<file path="config.mk">
export PLATFORM = sky130hd
export DESIGN_NAME = secchk_top
export DESIGN_NICKNAME = d
export VERILOG_FILES = /design/src/secchk_pkg.sv /design/src/secchk_req_class.sv /design/src/secchk_top.sv
export SDC_FILE = /design/constraint.sdc
export NUM_CORES = 1
export LEC_CHECK = 0
export ABC_AREA = 1
export BUFFER_PORTS_ARGS = -buffer_cell sky130_fd_sc_hd__buf_2
export CORE_AREA = 5 5 119 121
export CTS_CLUSTER_SIZE = 10
export DETAILED_ROUTE_END_ITERATION = 10
export DIE_AREA = 0 0 124 126
export MAX_ROUTING_LAYER = met4
export PLACE_DENSITY = 0.73
export SYNTH_ARGS = -nofsm -noshare
export SYNTH_HDL_FRONTEND = slang
export SYNTH_SLANG_ARGS = --single-unit
</file>
<file path="constraint.sdc">
create_clock -name ref_clk_i -period 2.3 [get_ports ref_clk_i]
set_clock_uncertainty 0.2 [all_clocks]
set_input_delay 0.345 -clock ref_clk_i [delete_from_list [all_inputs] [get_ports ref_clk_i]]
set_output_delay 0.345 -clock ref_clk_i [all_outputs]
set_load 0.1 [all_outputs]
</file>
<file path="src/secchk_pkg.sv">
// Package for the setup error checker: encodings, error codes, request layout.
// Assumes a single clock domain; all users reference items as secchk_pkg::name.
`default_nettype none
package secchk_pkg;
	// Source selection encodings for process value and set point
	localparam logic [2:0] SRC_FIRST_INPUT  = 3'h0; // first_input_value
	localparam logic [2:0] SRC_SECOND_INPUT = 3'h1; // second_input_value
	localparam logic [2:0] SRC_DIFF_1M2     = 3'h2; // input_diff_one_minus_two
	localparam logic [2:0] SRC_DIFF_2M1     = 3'h3; // input_diff_two_minus_one
	localparam logic [2:0] SRC_OTHER        = 3'h4; // Keypad, remote or other source

	// Secondary output assignment encodings
	localparam logic [1:0] SECONDARY_OUTPUT_CFG_NONE    = 2'h0;
	localparam logic [1:0] SECONDARY_OUTPUT_CFG_COOLING = 2'h1; // cooling_output_choice
	localparam logic [1:0] SECONDARY_OUTPUT_CFG_ALARM2  = 2'h2; // alarm_two_output_choice
	// Primary output action encodings
	localparam logic       PRIMARY_OUTPUT_CFG_REVERSE = 1'h0; // Heating action
	localparam logic       PRIMARY_OUTPUT_CFG_DIRECT  = 1'h1; // direct_action_choice

	// Alarm function encodings
	localparam logic [3:0] ALM_NONE      = 4'h0;
	localparam logic [3:0] ALM_DWELL     = 4'h1; // dwell_timer_choice
	localparam logic [3:0] ALM_COMB_HIGH = 4'h2; // combined_input_high_alarm
	localparam logic [3:0] ALM_COMB_LOW  = 4'h3; // combined_input_low_alarm
	localparam logic [3:0] ALM_DIFF_HIGH = 4'h4; // diff_input_high_alarm
	localparam logic [3:0] ALM_DIFF_LOW  = 4'h5; // diff_input_low_alarm

	// Host function codes that the device accepts
	localparam logic [7:0] FC_READ  = 8'h03;
	localparam logic [7:0] FC_WRITE = 8'h06;

	// Error codes shown on the panel
	localparam logic [5:0] ERR_NONE       = 6'h00;
	localparam logic [5:0] ERR_PV1_BOTH   = 6'h01;
	localparam logic [5:0] ERR_PV2_BOTH   = 6'h02;
	localparam logic [5:0] ERR_DIFF_SRC   = 6'h03;
	localparam logic [5:0] ERR_COOLING_OUTPUT_CHOICE_CFG   = 6'h04;
	localparam logic [5:0] ERR_UNIT_DP    = 6'h05;
	localparam logic [5:0] ERR_AL2_NONE   = 6'h06;
	localparam logic [5:0] ERR_DWELL_BOTH = 6'h07;
	localparam logic [5:0] ERR_BAD_FUNC   = 6'h0a;
	localparam logic [5:0] ERR_ADDR_RANGE = 6'h0b;
	localparam logic [5:0] ERR_NO_PARAM   = 6'h0c;
	localparam logic [5:0] ERR_READ_ONLY  = 6'h0e;
	localparam logic [5:0] ERR_VAL_RANGE  = 6'h0f;

	// Setup parameters checked for consistency
	typedef struct packed {
		logic [2:0]  pv_src;       // process_value_source_sel
		logic [2:0]  sp_src;       // set_point_source_sel
		logic        primary_output_cfg_action;  // primary_output_cfg action
		logic [1:0]  secondary_output_cfg_func;    // secondary_output_cfg
		logic [15:0] pb_a;         // prop_band_set_a
		logic [15:0] pb_b;         // prop_band_set_b
		logic [15:0] ti_a;         // integral_time_set_a
		logic [15:0] ti_b;         // integral_time_set_b
		logic [1:0]  in1_unit;     // input_one_unit
		logic [1:0]  in2_unit;     // input_two_unit
		logic [1:0]  in1_dp;       // input_one_decimal_pos
		logic [1:0]  in2_dp;       // input_two_decimal_pos
		logic [3:0]  alm1_func;    // alarm_one_function
		logic [3:0]  alm2_func;    // alarm_two_function
	} secchk_setup_t;

	// One host request, valid for one cycle
	typedef struct packed {
		logic        valid;
		logic        write;
		logic [7:0]  func;
		logic [15:0] addr;
		logic [15:0] data;
	} secchk_req_t;

	// Outcome of one classified request
	typedef struct packed {
		logic       done;     // One-cycle pulse
		logic       accepted; // Write may be committed
		logic [5:0] code;     // ERR_NONE when accepted
	} secchk_resp_t;
endpackage
`default_nettype wire

</file>
<file path="src/secchk_req_class.sv">
// Host request classifier: turns one request into an error code.
// Assumes a per-address attribute table supplied by the parent as flat vectors.
`default_nettype none
module secchk_req_class #(
	parameter int unsigned NREG = 64 // Implemented register count
) (
	input  wire logic                  ref_clk_i,
	input  wire logic                  sys_rst_i,
	input  wire logic                  clk_en_i,
	input  wire secchk_pkg::secchk_req_t req_i,
	input  wire logic [NREG-1:0]       exists_i,   // Parameter exists at index
	input  wire logic [NREG-1:0]       ro_i,       // Read-only or protected
	input  wire logic [15:0]           min_i,      // Limit of addressed register
	input  wire logic [15:0]           max_i,
	output logic [$clog2(NREG)-1:0]    idx_o,      // Index for limit lookup
	output var secchk_pkg::secchk_resp_t resp_o
);
	logic [5:0] code_d; // Classification of the current request
	logic       in_rng; // Address inside implemented range

	assign in_rng = (req_i.addr < 16'(NREG));
	assign idx_o  = req_i.addr[$clog2(NREG)-1:0];

	// Checks in code order so the lowest number wins
	always_comb begin
		code_d = secchk_pkg::ERR_NONE;
		if (req_i.func != secchk_pkg::FC_READ && req_i.func != secchk_pkg::FC_WRITE) begin
			code_d = secchk_pkg::ERR_BAD_FUNC; // RQ9
		end else if (!in_rng) begin
			code_d = secchk_pkg::ERR_ADDR_RANGE; // RQ10
		end else if (!exists_i[idx_o]) begin
			code_d = secchk_pkg::ERR_NO_PARAM; // RQ11
		end else if (req_i.write && ro_i[idx_o]) begin
			code_d = secchk_pkg::ERR_READ_ONLY; // RQ12
		end else if (req_i.write && (req_i.data < min_i || req_i.data > max_i)) begin
			code_d = secchk_pkg::ERR_VAL_RANGE; // RQ14
		end
	end

	// Registered answer, one cycle after the request
	always_ff @(posedge ref_clk_i) begin
		if (sys_rst_i) begin
			resp_o <= '0;
		end else if (clk_en_i) begin
			resp_o.done     <= req_i.valid;
			resp_o.accepted <= req_i.valid && req_i.write && (code_d == secchk_pkg::ERR_NONE);
			resp_o.code     <= req_i.valid ? code_d : secchk_pkg::ERR_NONE;
		end
	end
endmodule // secchk_req_class
`default_nettype wire

</file>
<file path="src/secchk_top.sv">
// Setup error checker: setup consistency checks and host request errors.
// Assumes setup and request inputs synchronous to ref_clk_i at 10 MHz.
// Behaviour
// (RQ1) Input one as PV and SP: code 1
// (RQ2) Input two as PV and SP: code 2
// (RQ3) Difference PV with single-input SP: code 3
// (RQ4) Cooling secondary_output_cfg with direct or non-PID primary_output_cfg: 4
// (RQ5) Unit or decimal mismatch when combined: 5
// (RQ6) Secondary_output_cfg alarm two, alarm two none: 6
// (RQ7) Then secondary_output_cfg drives no alarm
// (RQ8) Dwell timer on both alarms: code 7
// (RQ9) Unsupported function code: code 10
// (RQ10) Address beyond implemented range: code 11
// (RQ11) Nonexistent parameter: code 12
// (RQ12) Write to read-only: code 14, unchanged
// (RQ13) Host avoids illegal writes and addresses
// (RQ14) Out-of-range write value: code 15, rejected
// (RQ15) Lowest active code shown while it holds
// (RQ16) Checks re-evaluated within one cycle
`default_nettype none
module secchk_top #(
	parameter int unsigned NREG = 64 // Implemented register count
) (
	input  wire logic                    ref_clk_i,
	input  wire logic                    sys_rst_i,
	input  wire logic                    clk_en_i,
	input  wire secchk_pkg::secchk_setup_t setup_i,     // Current setup parameters
	input  wire logic                    alarm2_raw_i,  // Alarm two decision from the loop
	input  wire secchk_pkg::secchk_req_t   req_i,       // Host request, one-cycle valid
	input  wire logic [NREG-1:0]         reg_exists_i,  // Parameter map
	input  wire logic [NREG-1:0]         reg_ro_i,      // Read-only map
	input  wire logic [15:0]             lim_min_i,     // Limits for addressed register
	input  wire logic [15:0]             lim_max_i,
	input  wire logic                    comm_err_clr_i, // Clears held host error
	output logic [$clog2(NREG)-1:0]      lim_idx_o,     // Address used for limit lookup
	output var secchk_pkg::secchk_resp_t resp_o,        // Per-request answer
	output logic                         wr_commit_o,   // Write may be stored
	output logic                         secondary_output_cfg_alarm_o,  // Alarm drive on output two
	output logic [5:0]                   err_code_o     // Code shown on the panel
);
	secchk_pkg::secchk_setup_t s; // Short alias
	logic c1, c2, c3, c4, c5, c6, c7; // Setup condition flags
	logic pv_diff, sp_single, pv_single, comb_alarm; // Helper terms
	logic [5:0] setup_code; // Lowest active setup code
	logic [5:0] comm_q;     // Held host error code
	logic [5:0] err_q;      // Displayed code register
	logic [5:0] err_d;

	assign s = setup_i;
	assign pv_diff   = (s.pv_src == secchk_pkg::SRC_DIFF_1M2) ||
	                   (s.pv_src == secchk_pkg::SRC_DIFF_2M1);
	assign pv_single = (s.pv_src == secchk_pkg::SRC_FIRST_INPUT) ||
	                   (s.pv_src == secchk_pkg::SRC_SECOND_INPUT);
	assign sp_single = (s.sp_src == secchk_pkg::SRC_FIRST_INPUT) ||
	                   (s.sp_src == secchk_pkg::SRC_SECOND_INPUT);
	// Alarms that read both inputs at once
	assign comb_alarm =
		(s.alm1_func inside {secchk_pkg::ALM_COMB_HIGH, secchk_pkg::ALM_COMB_LOW,
		                     secchk_pkg::ALM_DIFF_HIGH, secchk_pkg::ALM_DIFF_LOW}) ||
		(s.alm2_func inside {secchk_pkg::ALM_COMB_HIGH, secchk_pkg::ALM_COMB_LOW,
		                     secchk_pkg::ALM_DIFF_HIGH, secchk_pkg::ALM_DIFF_LOW});

	// Setup conditions are pure combinational so any change shows next edge
	assign c1 = (s.pv_src == secchk_pkg::SRC_FIRST_INPUT) &&
	            (s.sp_src == secchk_pkg::SRC_FIRST_INPUT); // RQ1
	assign c2 = (s.pv_src == secchk_pkg::SRC_SECOND_INPUT) &&
	            (s.sp_src == secchk_pkg::SRC_SECOND_INPUT); // RQ2
	assign c3 = pv_diff && sp_single; // RQ3
	// Cooling needs reverse-acting PID on output one
	assign c4 = (s.secondary_output_cfg_func == secchk_pkg::SECONDARY_OUTPUT_CFG_COOLING) &&
	            ((s.primary_output_cfg_action == secchk_pkg::PRIMARY_OUTPUT_CFG_DIRECT) ||
	             (s.pb_a == '0) || (s.pb_b == '0) ||
	             (s.ti_a == '0) || (s.ti_b == '0)); // RQ4
	// Inputs combined when PV is a difference, SP is an input while PV is too, or an alarm mixes them
	assign c5 = ((s.in1_unit != s.in2_unit) || (s.in1_dp != s.in2_dp)) &&
	            (pv_diff || (sp_single && pv_single) || comb_alarm); // RQ5
	assign c6 = (s.secondary_output_cfg_func == secchk_pkg::SECONDARY_OUTPUT_CFG_ALARM2) &&
	            (s.alm2_func == secchk_pkg::ALM_NONE); // RQ6
	assign c7 = (s.alm1_func == secchk_pkg::ALM_DWELL) &&
	            (s.alm2_func == secchk_pkg::ALM_DWELL); // RQ8

	// Priority encoder, lowest code first
	always_comb begin
		if (c1)      setup_code = secchk_pkg::ERR_PV1_BOTH; // RQ15
		else if (c2) setup_code = secchk_pkg::ERR_PV2_BOTH;
		else if (c3) setup_code = secchk_pkg::ERR_DIFF_SRC;
		else if (c4) setup_code = secchk_pkg::ERR_COOLING_OUTPUT_CHOICE_CFG;
		else if (c5) setup_code = secchk_pkg::ERR_UNIT_DP;
		else if (c6) setup_code = secchk_pkg::ERR_AL2_NONE;
		else if (c7) setup_code = secchk_pkg::ERR_DWELL_BOTH;
		else         setup_code = secchk_pkg::ERR_NONE;
	end

	// Request classifier
	secchk_req_class #(.NREG(NREG)) u_class (
		.ref_clk_i (ref_clk_i),
		.sys_rst_i (sys_rst_i),
		.clk_en_i  (clk_en_i),
		.req_i     (req_i),
		.exists_i  (reg_exists_i),
		.ro_i      (reg_ro_i),
		.min_i     (lim_min_i),
		.max_i     (lim_max_i),
		.idx_o     (lim_idx_o),
		.resp_o    (resp_o)
	);

	// Only clean writes may be stored; refused values leave the item unchanged
	assign wr_commit_o = resp_o.accepted; // RQ12 RQ14

	// Host error holds until cleared; a new error wins over a same-cycle clear
	always_ff @(posedge ref_clk_i) begin
		if (sys_rst_i) begin
			comm_q <= secchk_pkg::ERR_NONE;
		end else if (clk_en_i) begin
			if (resp_o.done && resp_o.code != secchk_pkg::ERR_NONE) begin
				comm_q <= resp_o.code;
			end else if (comm_err_clr_i) begin
				comm_q <= secchk_pkg::ERR_NONE;
			end
		end
	end

	// Setup codes are lower than host codes, so they take the display first
	always_comb begin
		err_d = (setup_code != secchk_pkg::ERR_NONE) ? setup_code : comm_q; // RQ15
	end

	// Display register follows the active code each cycle
	always_ff @(posedge ref_clk_i) begin
		if (sys_rst_i) begin
			err_q <= secchk_pkg::ERR_NONE;
		end else if (clk_en_i) begin
			err_q <= err_d; // RQ16
		end
	end
	assign err_code_o = err_q;

	// Output two alarm drive, suppressed when alarm two has no function
	always_ff @(posedge ref_clk_i) begin
		if (sys_rst_i) begin
			secondary_output_cfg_alarm_o <= 1'b0;
		end else if (clk_en_i) begin
			secondary_output_cfg_alarm_o <= alarm2_raw_i && (s.secondary_output_cfg_func == secchk_pkg::SECONDARY_OUTPUT_CFG_ALARM2) &&
			                (s.alm2_func != secchk_pkg::ALM_NONE); // RQ7
		end
	end

	// Pv1 conflict reaches the display next cycle
	pv1_code_a: assert property (@(posedge ref_clk_i) disable iff (sys_rst_i) // RQ1
		clk_en_i && c1 |=> err_code_o == secchk_pkg::ERR_PV1_BOTH)
		else $error("code 1 not shown");
	pv2_code_a: assert property (@(posedge ref_clk_i) disable iff (sys_rst_i) // RQ2
		clk_en_i && c2 && !c1 |=> err_code_o == secchk_pkg::ERR_PV2_BOTH)
		else $error("code 2 not shown");
	diff_code_a: assert property (@(posedge ref_clk_i) disable iff (sys_rst_i) // RQ3
		clk_en_i && pv_diff && sp_single |=> err_code_o == secchk_pkg::ERR_DIFF_SRC)
		else $error("code 3 not shown");
	cooling_output_choice_code_a: assert property (@(posedge ref_clk_i) disable iff (sys_rst_i) // RQ4
		clk_en_i && c4 && !(c1 || c2 || c3) |=> err_code_o == secchk_pkg::ERR_COOLING_OUTPUT_CHOICE_CFG)
		else $error("code 4 not shown");
	unit_code_a: assert property (@(posedge ref_clk_i) disable iff (sys_rst_i) // RQ5
		clk_en_i && c5 && !(c1 || c2 || c3 || c4)
		|=> err_code_o == secchk_pkg::ERR_UNIT_DP)
		else $error("code 5 not shown");
	// Alarm-two conflict shows when nothing lower is active
	al2_code_a: assert property (@(posedge ref_clk_i) disable iff (sys_rst_i) // RQ6
		clk_en_i && c6 && !(c1 || c2 || c3 || c4 || c5)
		|=> err_code_o == secchk_pkg::ERR_AL2_NONE)
		else $error("code 6 not shown");
	al2_none_a: assert property (@(posedge ref_clk_i) disable iff (sys_rst_i) // RQ7
		clk_en_i && c6 |=> !secondary_output_cfg_alarm_o)
		else $error("output two alarm driven with no function");
	// Exact code, so a broken dwell term cannot hide behind another code
	dwell_code_a: assert property (@(posedge ref_clk_i) disable iff (sys_rst_i) // RQ8
		clk_en_i && c7 && !(c1 || c2 || c3 || c4 || c5 || c6)
		|=> err_code_o == secchk_pkg::ERR_DWELL_BOTH)
		else $error("code 7 not shown");
	bad_write_a: assert property (@(posedge ref_clk_i) disable iff (sys_rst_i) // RQ12
		clk_en_i && req_i.valid && req_i.write && reg_ro_i[lim_idx_o]
		|=> !wr_commit_o)
		else $error("read-only write committed");
	func_code_a: assert property (@(posedge ref_clk_i) disable iff (sys_rst_i) // RQ9
		clk_en_i && req_i.valid && req_i.func != secchk_pkg::FC_READ
		&& req_i.func != secchk_pkg::FC_WRITE
		|=> resp_o.done && resp_o.code == secchk_pkg::ERR_BAD_FUNC)
		else $error("bad function code not flagged");

	// Request qualifiers for the checks below, kept apart from the classifier
	logic fc_ok;   // Function code accepted
	logic addr_ok; // Address inside the implemented range
	assign fc_ok   = (req_i.func == secchk_pkg::FC_READ) || (req_i.func == secchk_pkg::FC_WRITE);
	assign addr_ok = (req_i.addr < 16'(NREG));

	// Address past the map gets its own code
	addr_code_a: assert property (@(posedge ref_clk_i) disable iff (sys_rst_i) // RQ10
		clk_en_i && req_i.valid && fc_ok && !addr_ok
		|=> resp_o.code == secchk_pkg::ERR_ADDR_RANGE)
		else $error("address range error not flagged");
	// Hole in the parameter map
	param_code_a: assert property (@(posedge ref_clk_i) disable iff (sys_rst_i) // RQ11
		clk_en_i && req_i.valid && fc_ok && addr_ok && !reg_exists_i[lim_idx_o]
		|=> resp_o.code == secchk_pkg::ERR_NO_PARAM)
		else $error("missing parameter not flagged");
	// Write to a read-only item that does exist
	ro_code_a: assert property (@(posedge ref_clk_i) disable iff (sys_rst_i) // RQ12
		clk_en_i && req_i.valid && req_i.write && fc_ok && addr_ok
		&& reg_exists_i[lim_idx_o] && reg_ro_i[lim_idx_o]
		|=> resp_o.code == secchk_pkg::ERR_READ_ONLY)
		else $error("read-only write not flagged");
	// Value outside the limits is flagged and never committed
	value_range_a: assert property (@(posedge ref_clk_i) disable iff (sys_rst_i) // RQ14
		clk_en_i && req_i.valid && req_i.write && fc_ok && addr_ok
		&& reg_exists_i[lim_idx_o] && !reg_ro_i[lim_idx_o]
		&& (req_i.data < lim_min_i || req_i.data > lim_max_i)
		|=> resp_o.code == secchk_pkg::ERR_VAL_RANGE && !wr_commit_o)
		else $error("out-of-range write not refused");
	// Any setup code takes the display over a held host code
	setup_first_a: assert property (@(posedge ref_clk_i) disable iff (sys_rst_i) // RQ15
		clk_en_i && setup_code != secchk_pkg::ERR_NONE
		|=> err_code_o == $past(setup_code))
		else $error("setup code not shown first");
	// Held host code stays until a clear or a new error
	host_hold_a: assert property (@(posedge ref_clk_i) disable iff (sys_rst_i) // RQ15
		clk_en_i && !resp_o.done && !comm_err_clr_i
		|=> $stable(comm_q))
		else $error("held host code changed");
	// Enable low freezes every registered output
	enable_freeze_a: assert property (@(posedge ref_clk_i) disable iff (sys_rst_i)
		!clk_en_i
		|=> $stable(err_code_o) && $stable(secondary_output_cfg_alarm_o) && $stable(resp_o))
		else $error("state moved with enable low");
endmodule // secchk_top
`default_nettype wire

</file>
# Yosys cells after proc, flatten, opt, wreduce, memory -nomap -nowiden
# Cells that the tools add are included.
[word_totals]
output_inout_bits = 22
input_bits = 296
word_cells = 93
reg_bits = 21
[classes]
reduce_logical = 43
magnitude_cmp = 4
mux = 20
eq_ne = 20
[op_table]
columns = ["operator", "count"]
rows = [
  ["$logic_not A16 Y1", 4],
  ["$mux W6", 9],
  ["$mux W3", 6],
  ["$eq A4 B2 Y1 const B", 4],
  ["$eq A4 B3 Y1 const B", 4],
  ["$gt A16 B16 Y1", 1],
  ["$logic_and A1 B1 Y1", 16],
  ["$lt A16 B16 Y1", 1],
  ["$lt A16 B7 Y1 const B", 1],
  ["$bmux W1 S6", 2],
  ["$logic_or A1 B1 Y1", 12],
  ["$reduce_bool A4 Y1", 3],
  ["$reduce_bool A6 Y1", 2],
  ["$eq A4 B1 Y1 const B", 2],
  ["$ne A8 B2 Y1 const B", 1],
  ["$ne A8 B3 Y1 const B", 1],
  ["$lt A6 B7 Y1 const B", 1],
  ["$eq A3 B1 Y1 const B", 2],
  ["$eq A3 B2 Y1 const B", 2],
  ["$logic_not A3 Y1", 2],
  ["$logic_not A6 Y1", 1],
  ["$logic_not A4 Y1", 1],
  ["$mux W4", 1],
  ["$ne A2 B2 Y1", 2],
  ["other kinds (5)", 6],
]

# Logic depth before layout (Yosys ltp)
[depth]
ltp_word = 13
depth_mapped = 19
depth_no_buf = 19

# Cells and area by module
# A second synthesis with hierarchy kept.
[unflattened]
cells_unflattened = 681
hier_area_um2 = 3643.5
[modules_own_cells]
columns = ["mod", "n_inst", "cells_per_inst", "area_per_inst_um2"]
rows = [
  ["secchk_req_class", 1, 498, 2565.0],
  ["secchk_top", 1, 183, 1078.5],
]

# Worst setup path before layout
# OpenSTA, ideal clock, no wires.
[synth_path]
path_kind = "flip-flop to flip-flop"
from = "reg, netlist name u_class.resp_o[0]"
to = "reg comm_q[0]"
path_stages_with_launch = 5
path_buffers = 0
slack_ns = 0.349
synth_period_minus_slack_ns = 1.951
required_time_ns = 2.029
arrival_ns = 1.680
setup_ns = 0.071
path_cell_list = "dfxtp_1 > o41a_1 > o21ai_0 > nand2_1 > a21oi_1"
[synth_via]
elab_chain_len = 4
elab_cells_between_ends = 5
cone_classes = "mux: 1; reduce/logical: 4"
[synth_rtl]
columns = ["element", "line_no", "text"]
rows = [
  ["$reduce_bool A6 Y1", "secchk_top.sv:116", "if (resp_o.done && resp_o.code != secchk_pkg::ERR_NONE) begin"],
  ["$logic_and A1 B1 Y1", "secchk_top.sv:116", ""],
  ["$reduce_bool A2 Y1 (no source line)", "-", ""],
  ["$reduce_and A2 Y1 (no source line)", "-", ""],
  ["end signal, assigned", "secchk_top.sv:114", "comm_q <= secchk_pkg::ERR_NONE;"],
  ["end signal, assigned", "secchk_top.sv:117", "comm_q <= resp_o.code;"],
  ["end signal, assigned", "secchk_top.sv:119", "comm_q <= secchk_pkg::ERR_NONE;"],
  ["end, declared", "secchk_top.sv:45", "logic [5:0] comm_q;"],
]
# Several ways; a longest one is shown, not always the timed one.
# A chain may end at the register's enable or synchronous reset.

# Final worst setup path
[layout_path]
from = "in req_i[16] in the netlist's numbering"
to = "reg, netlist name u_class.resp_o[2]"
[layout_via]
elab_chain_len = 8
elab_cells_between_ends = 11
cone_classes = "order compare: 1; mux: 9; reduce/logical: 1"
[layout_rtl]
columns = ["element", "line_no", "text"]
rows = [
  ["start, declared", "secchk_top.sv:29", "input wire secchk_pkg::secchk_req_t req_i,"],
  ["$bmux W1 S6", "secchk_req_class.sv:33", "end else if (req_i.write && ro_i[idx_o]) begin"],
  ["$mux W1 (not written as such)", "secchk_req_class.sv:33", ""],
  ["$logic_and A1 B1 Y1", "secchk_req_class.sv:33", ""],
  ["$mux W6", "secchk_req_class.sv:33", ""],
  ["$mux W6", "secchk_req_class.sv:31", "end else if (!exists_i[idx_o]) begin"],
  ["$mux W6 *", "secchk_req_class.sv:29", "end else if (!in_rng) begin"],
  ["$mux W6 *", "secchk_req_class.sv:27", "if (req_i.func != secchk_pkg::FC_READ && req_i.func != secchk_pkg::FC_WRITE) begin"],
  ["$mux W6 *", "secchk_req_class.sv:47", "resp_o.code <= req_i.valid ? code_d : secchk_pkg::ERR_NONE;"],
]
# Every way passes the cells marked *; elsewhere a longest branch is shown, timed or not. The select of a mux whose other input is x is not followed.

==> impl_metrics.json <==
{
  "cts_buffers": 3,
  "cts_sinks": 15,
  "synthCells": 648,
  "syn_area_per_cell_um2": 5.22,
  "remaining_drc_errors": 0,
  "drtPass1Iterations": 5,
  "fin_nets": 1269,
  "portBuffers": 313,
  "grt.overflow.total": 0,
  "wl_per_cell_um": 12.8,
  "synth_enable_flop_cells": 0,
  "ant_nets": 0,
  "hold_path_class": "in -> reg",
  "yosys_warnings": 0,
  "antenna_found_initial": 0,
  "p_leak_nw": 3.04,
  "crit_chain": "buf_2 > inv_2 > buf_4 > nand2_1 > nand3_1 > nand3_1 > nand2_1 > nand2_1 > nand3_1 > nand3_1 > nand3_2 > nand2_2 > nand2_1 > nand3_1 > a21oi_1",
  "cp_data_required_time_ns": 2.28,
  "yosys.area.top_type_share_pct": 26.4,
  "hold_violations": 0,
  "io_pins": 318,
  "cts_tree": "done",
  "yosys_most_used_dff": "dfxtp_1",
  "worstSetupStartpointType": "primary input",
  "fmax_mhz": 538,
  "grt_pass1_wl_um": 21700,
  "postCtsHoldBufs": 0,
  "die_x_um": 124,
  "gp_congestion": 0.941,
  "drv_slew": 0,
  "finalSetupViolations": 0,
  "slowest_stage": "buf_4",
  "synth-seq-cells": 15,
  "holdPathEnd": "secondary_output_cfg_alarm_o",
  "rr_endpoint": "comm_q[0]",
  "track_usage_pct": 17.3,
  "ys_top_cells_by_area": "nand2_1 26%, nand3_1 18%, ha_1 11%",
  "ir_drop_v": 0.000151,
  "syn-cell-area_um2": 3380,
  "worstPathArrival_ns": 1.84,
  "worstHoldStart": "setup_i[81]",
  "r2r_start": "u_class.resp_o[3]",
  "fp.dieArea_um2": 15600,
  "wirelength_um": 14300,
  "hpwl_um": 12600,
  "period_share_pct": 80.8,
  "seq_area_um2": 300,
  "slowest_delay_ns": 0.23,
  "die_y_um": 126,
  "n_antenna_cell": 0,
  "yosys.area.top_type": "nand2_1",
  "via_count": 5085,
  "multi_input_area_um2": 2620,
  "design.core.area_um2": 13000,
  "synth_cell_types": 28,
  "tns_ns": 0,
  "grt_max_degree": 66,
  "clk_latency_ns": 0.25,
  "start_util_pct": 26.1,
  "rows": 42,
  "fill_cells": 1462,
  "rsz0062_at_grt": "false",
  "crit_fanout": 20,
  "drt_first_iter_violations": 298,
  "ctsResizeCount": 0,
  "r2r_setup_slack_ns": 0.65,
  "cap_violations": 0,
  "min_period_ns": 1.86,
  "syn_to_final_growth_pct": 52.4,
  "crit_path_frequent_cell": "nand3_1",
  "cts_setup_buffers": 0,
  "clk_path_buf_depth": 2,
  "yosysSeqAreaShare_pct": 8.87,
  "worstSetupPathType": "in -> reg",
  "viasPerCell": 4.55,
  "setup.worst_path.end_class": "flop",
  "grt_pass1_vias": 4726,
  "status": "complete, no violations",
  "cts_root_buffer": "clkbuf_16",
  "htreeDepth": 1,
  "min_path_cells": 3,
  "ff2ff_path_depth": 4,
  "p_per_area_nw_per_um2": 294,
  "total_power_mw": 1.51,
  "async_flop_share_pct": 0,
  "drive_gt1_share_pct": 35.3,
  "cts.reportedPaths.clkPinSlew_ns": 0.05
}
-- critical path: cells and delay by family --
family / cells / cell delay [ns]
AO/OA/AOI/OAI: 1 / 0.12
buffers and inverters: 3 / 0.45
AND/OR/NAND/NOR: 11 / 0.89
-- placed cells by master (no fill, tap or decap) --
cell type / synthesis / final
a21oi_1: 32 / 32
a21oi_2: 1 / 1
and3_1: 2 / 2
buf_12: 0 / 6
buf_2: 15 / 312
buf_4: 14 / 5
clkbuf_1: 2 / 1
clkbuf_16: 0 / 3
conb_1: 1 / 4
dfxtp_1: 15 / 15
ha_1: 31 / 31
inv_1: 58 / 58
inv_2: 2 / 2
nand2_1: 238 / 238
nand2_2: 2 / 2
nand3_1: 124 / 124
nand3_2: 1 / 1
nand3b_1: 1 / 1
nand4_1: 8 / 8
nor2_1: 63 / 63
nor3_1: 4 / 4
nor3b_1: 1 / 1
nor4_1: 4 / 4
o211ai_1: 1 / 1
o21a_1: 1 / 1
o21ai_0: 14 / 14
o21bai_1: 1 / 1
o41a_1: 1 / 1
xnor2_1: 5 / 5
-- final cells by class --
cell class / count / share of cell area [%]
clock buffers: 4 / 1.53
inverters: 60 / 4.37
multi-input cells: 539 / 50.7
flip-flops and latches: 15 / 5.82
well taps: 176 / 4.27
repair buffers: 323 / 33.3
-- stage by stage --
stage	hold WS [ns]	util (%)	std cells	cell area [um2]	setup WS [ns]
CTS	0.197	39.7	1117	5160	0.415
detailed placement	0.254	39.1	1113	5080	0.167
finish	0.193	39.7	1117	5160	0.442
global route	0.202	39.7	1117	5160	0.147
floorplan	0.214	-	651	3400	0.349
global placement	0.250	39.1	1113	5080	0.194
-- registers in the layout, indices dropped and copies added, names as in the netlist --
register / cells
u_class.resp_o: 6
comm_q: 4
err_code_o: 4
secondary_output_cfg_alarm_o: 1
-- power breakdown --
group / internal, mW / total, mW / switching, mW
sequential: 0.269 / 0.275 / 0.00563
combinational: 0.379 / 0.901 / 0.522
clock: 0.235 / 0.338 / 0.104
-- worst max-delay path by stage --
stage	from	end	slack, ns	depth (start not counted)
after floorplan	u_class.resp_o[0]	comm_q[0]	0.35	4
after global placement	req_i[16]	u_class.resp_o[2]	0.19	15
after detailed placement	req_i[16]	u_class.resp_o[2]	0.17	15
after CTS	req_i[16]	u_class.resp_o[2]	0.42	15
after global routing	req_i[5]	u_class.resp_o[3]	0.15	15
final	req_i[16]	u_class.resp_o[2]	0.44	15
-- cell usage after synthesis (all sizes together), types with 2 or more instances --
cell,n
nor3,4
buf,35
dfxtp,15
nand3,125
ha,31
and3,2
inv,60
o21ai,14
nor2,63
nor4,4
xnor2,5
nand4,8
a21oi,33
nand2,240
clkbuf,2
-- kinds of logic (layout without fill, tap and decap cells) --
kind of cell	count (synthesis)	count (layout)	synth area share (%)
compound gates	51	51	8.06
flops	15	15	8.87
other cells	1	4	0.111
buf+inv	97	387	14.2
xor+xnor	5	5	1.29
fa+ha+maj	31	31	11.5
simple gates	448	448	56.0
-- layer usage --
layer / vias up / track usage, % / part of all wire [%]
met5: - / - / 0
li1: 2675 / - / -
met3: 16 / 1.03 / 6.8
met4: 0 / 3.93 / 1.4
met1: 2192 / 22.4 / 43
met2: 202 / 29.6 / 48
Note: power is estimated with default switching activity, not from simulation.
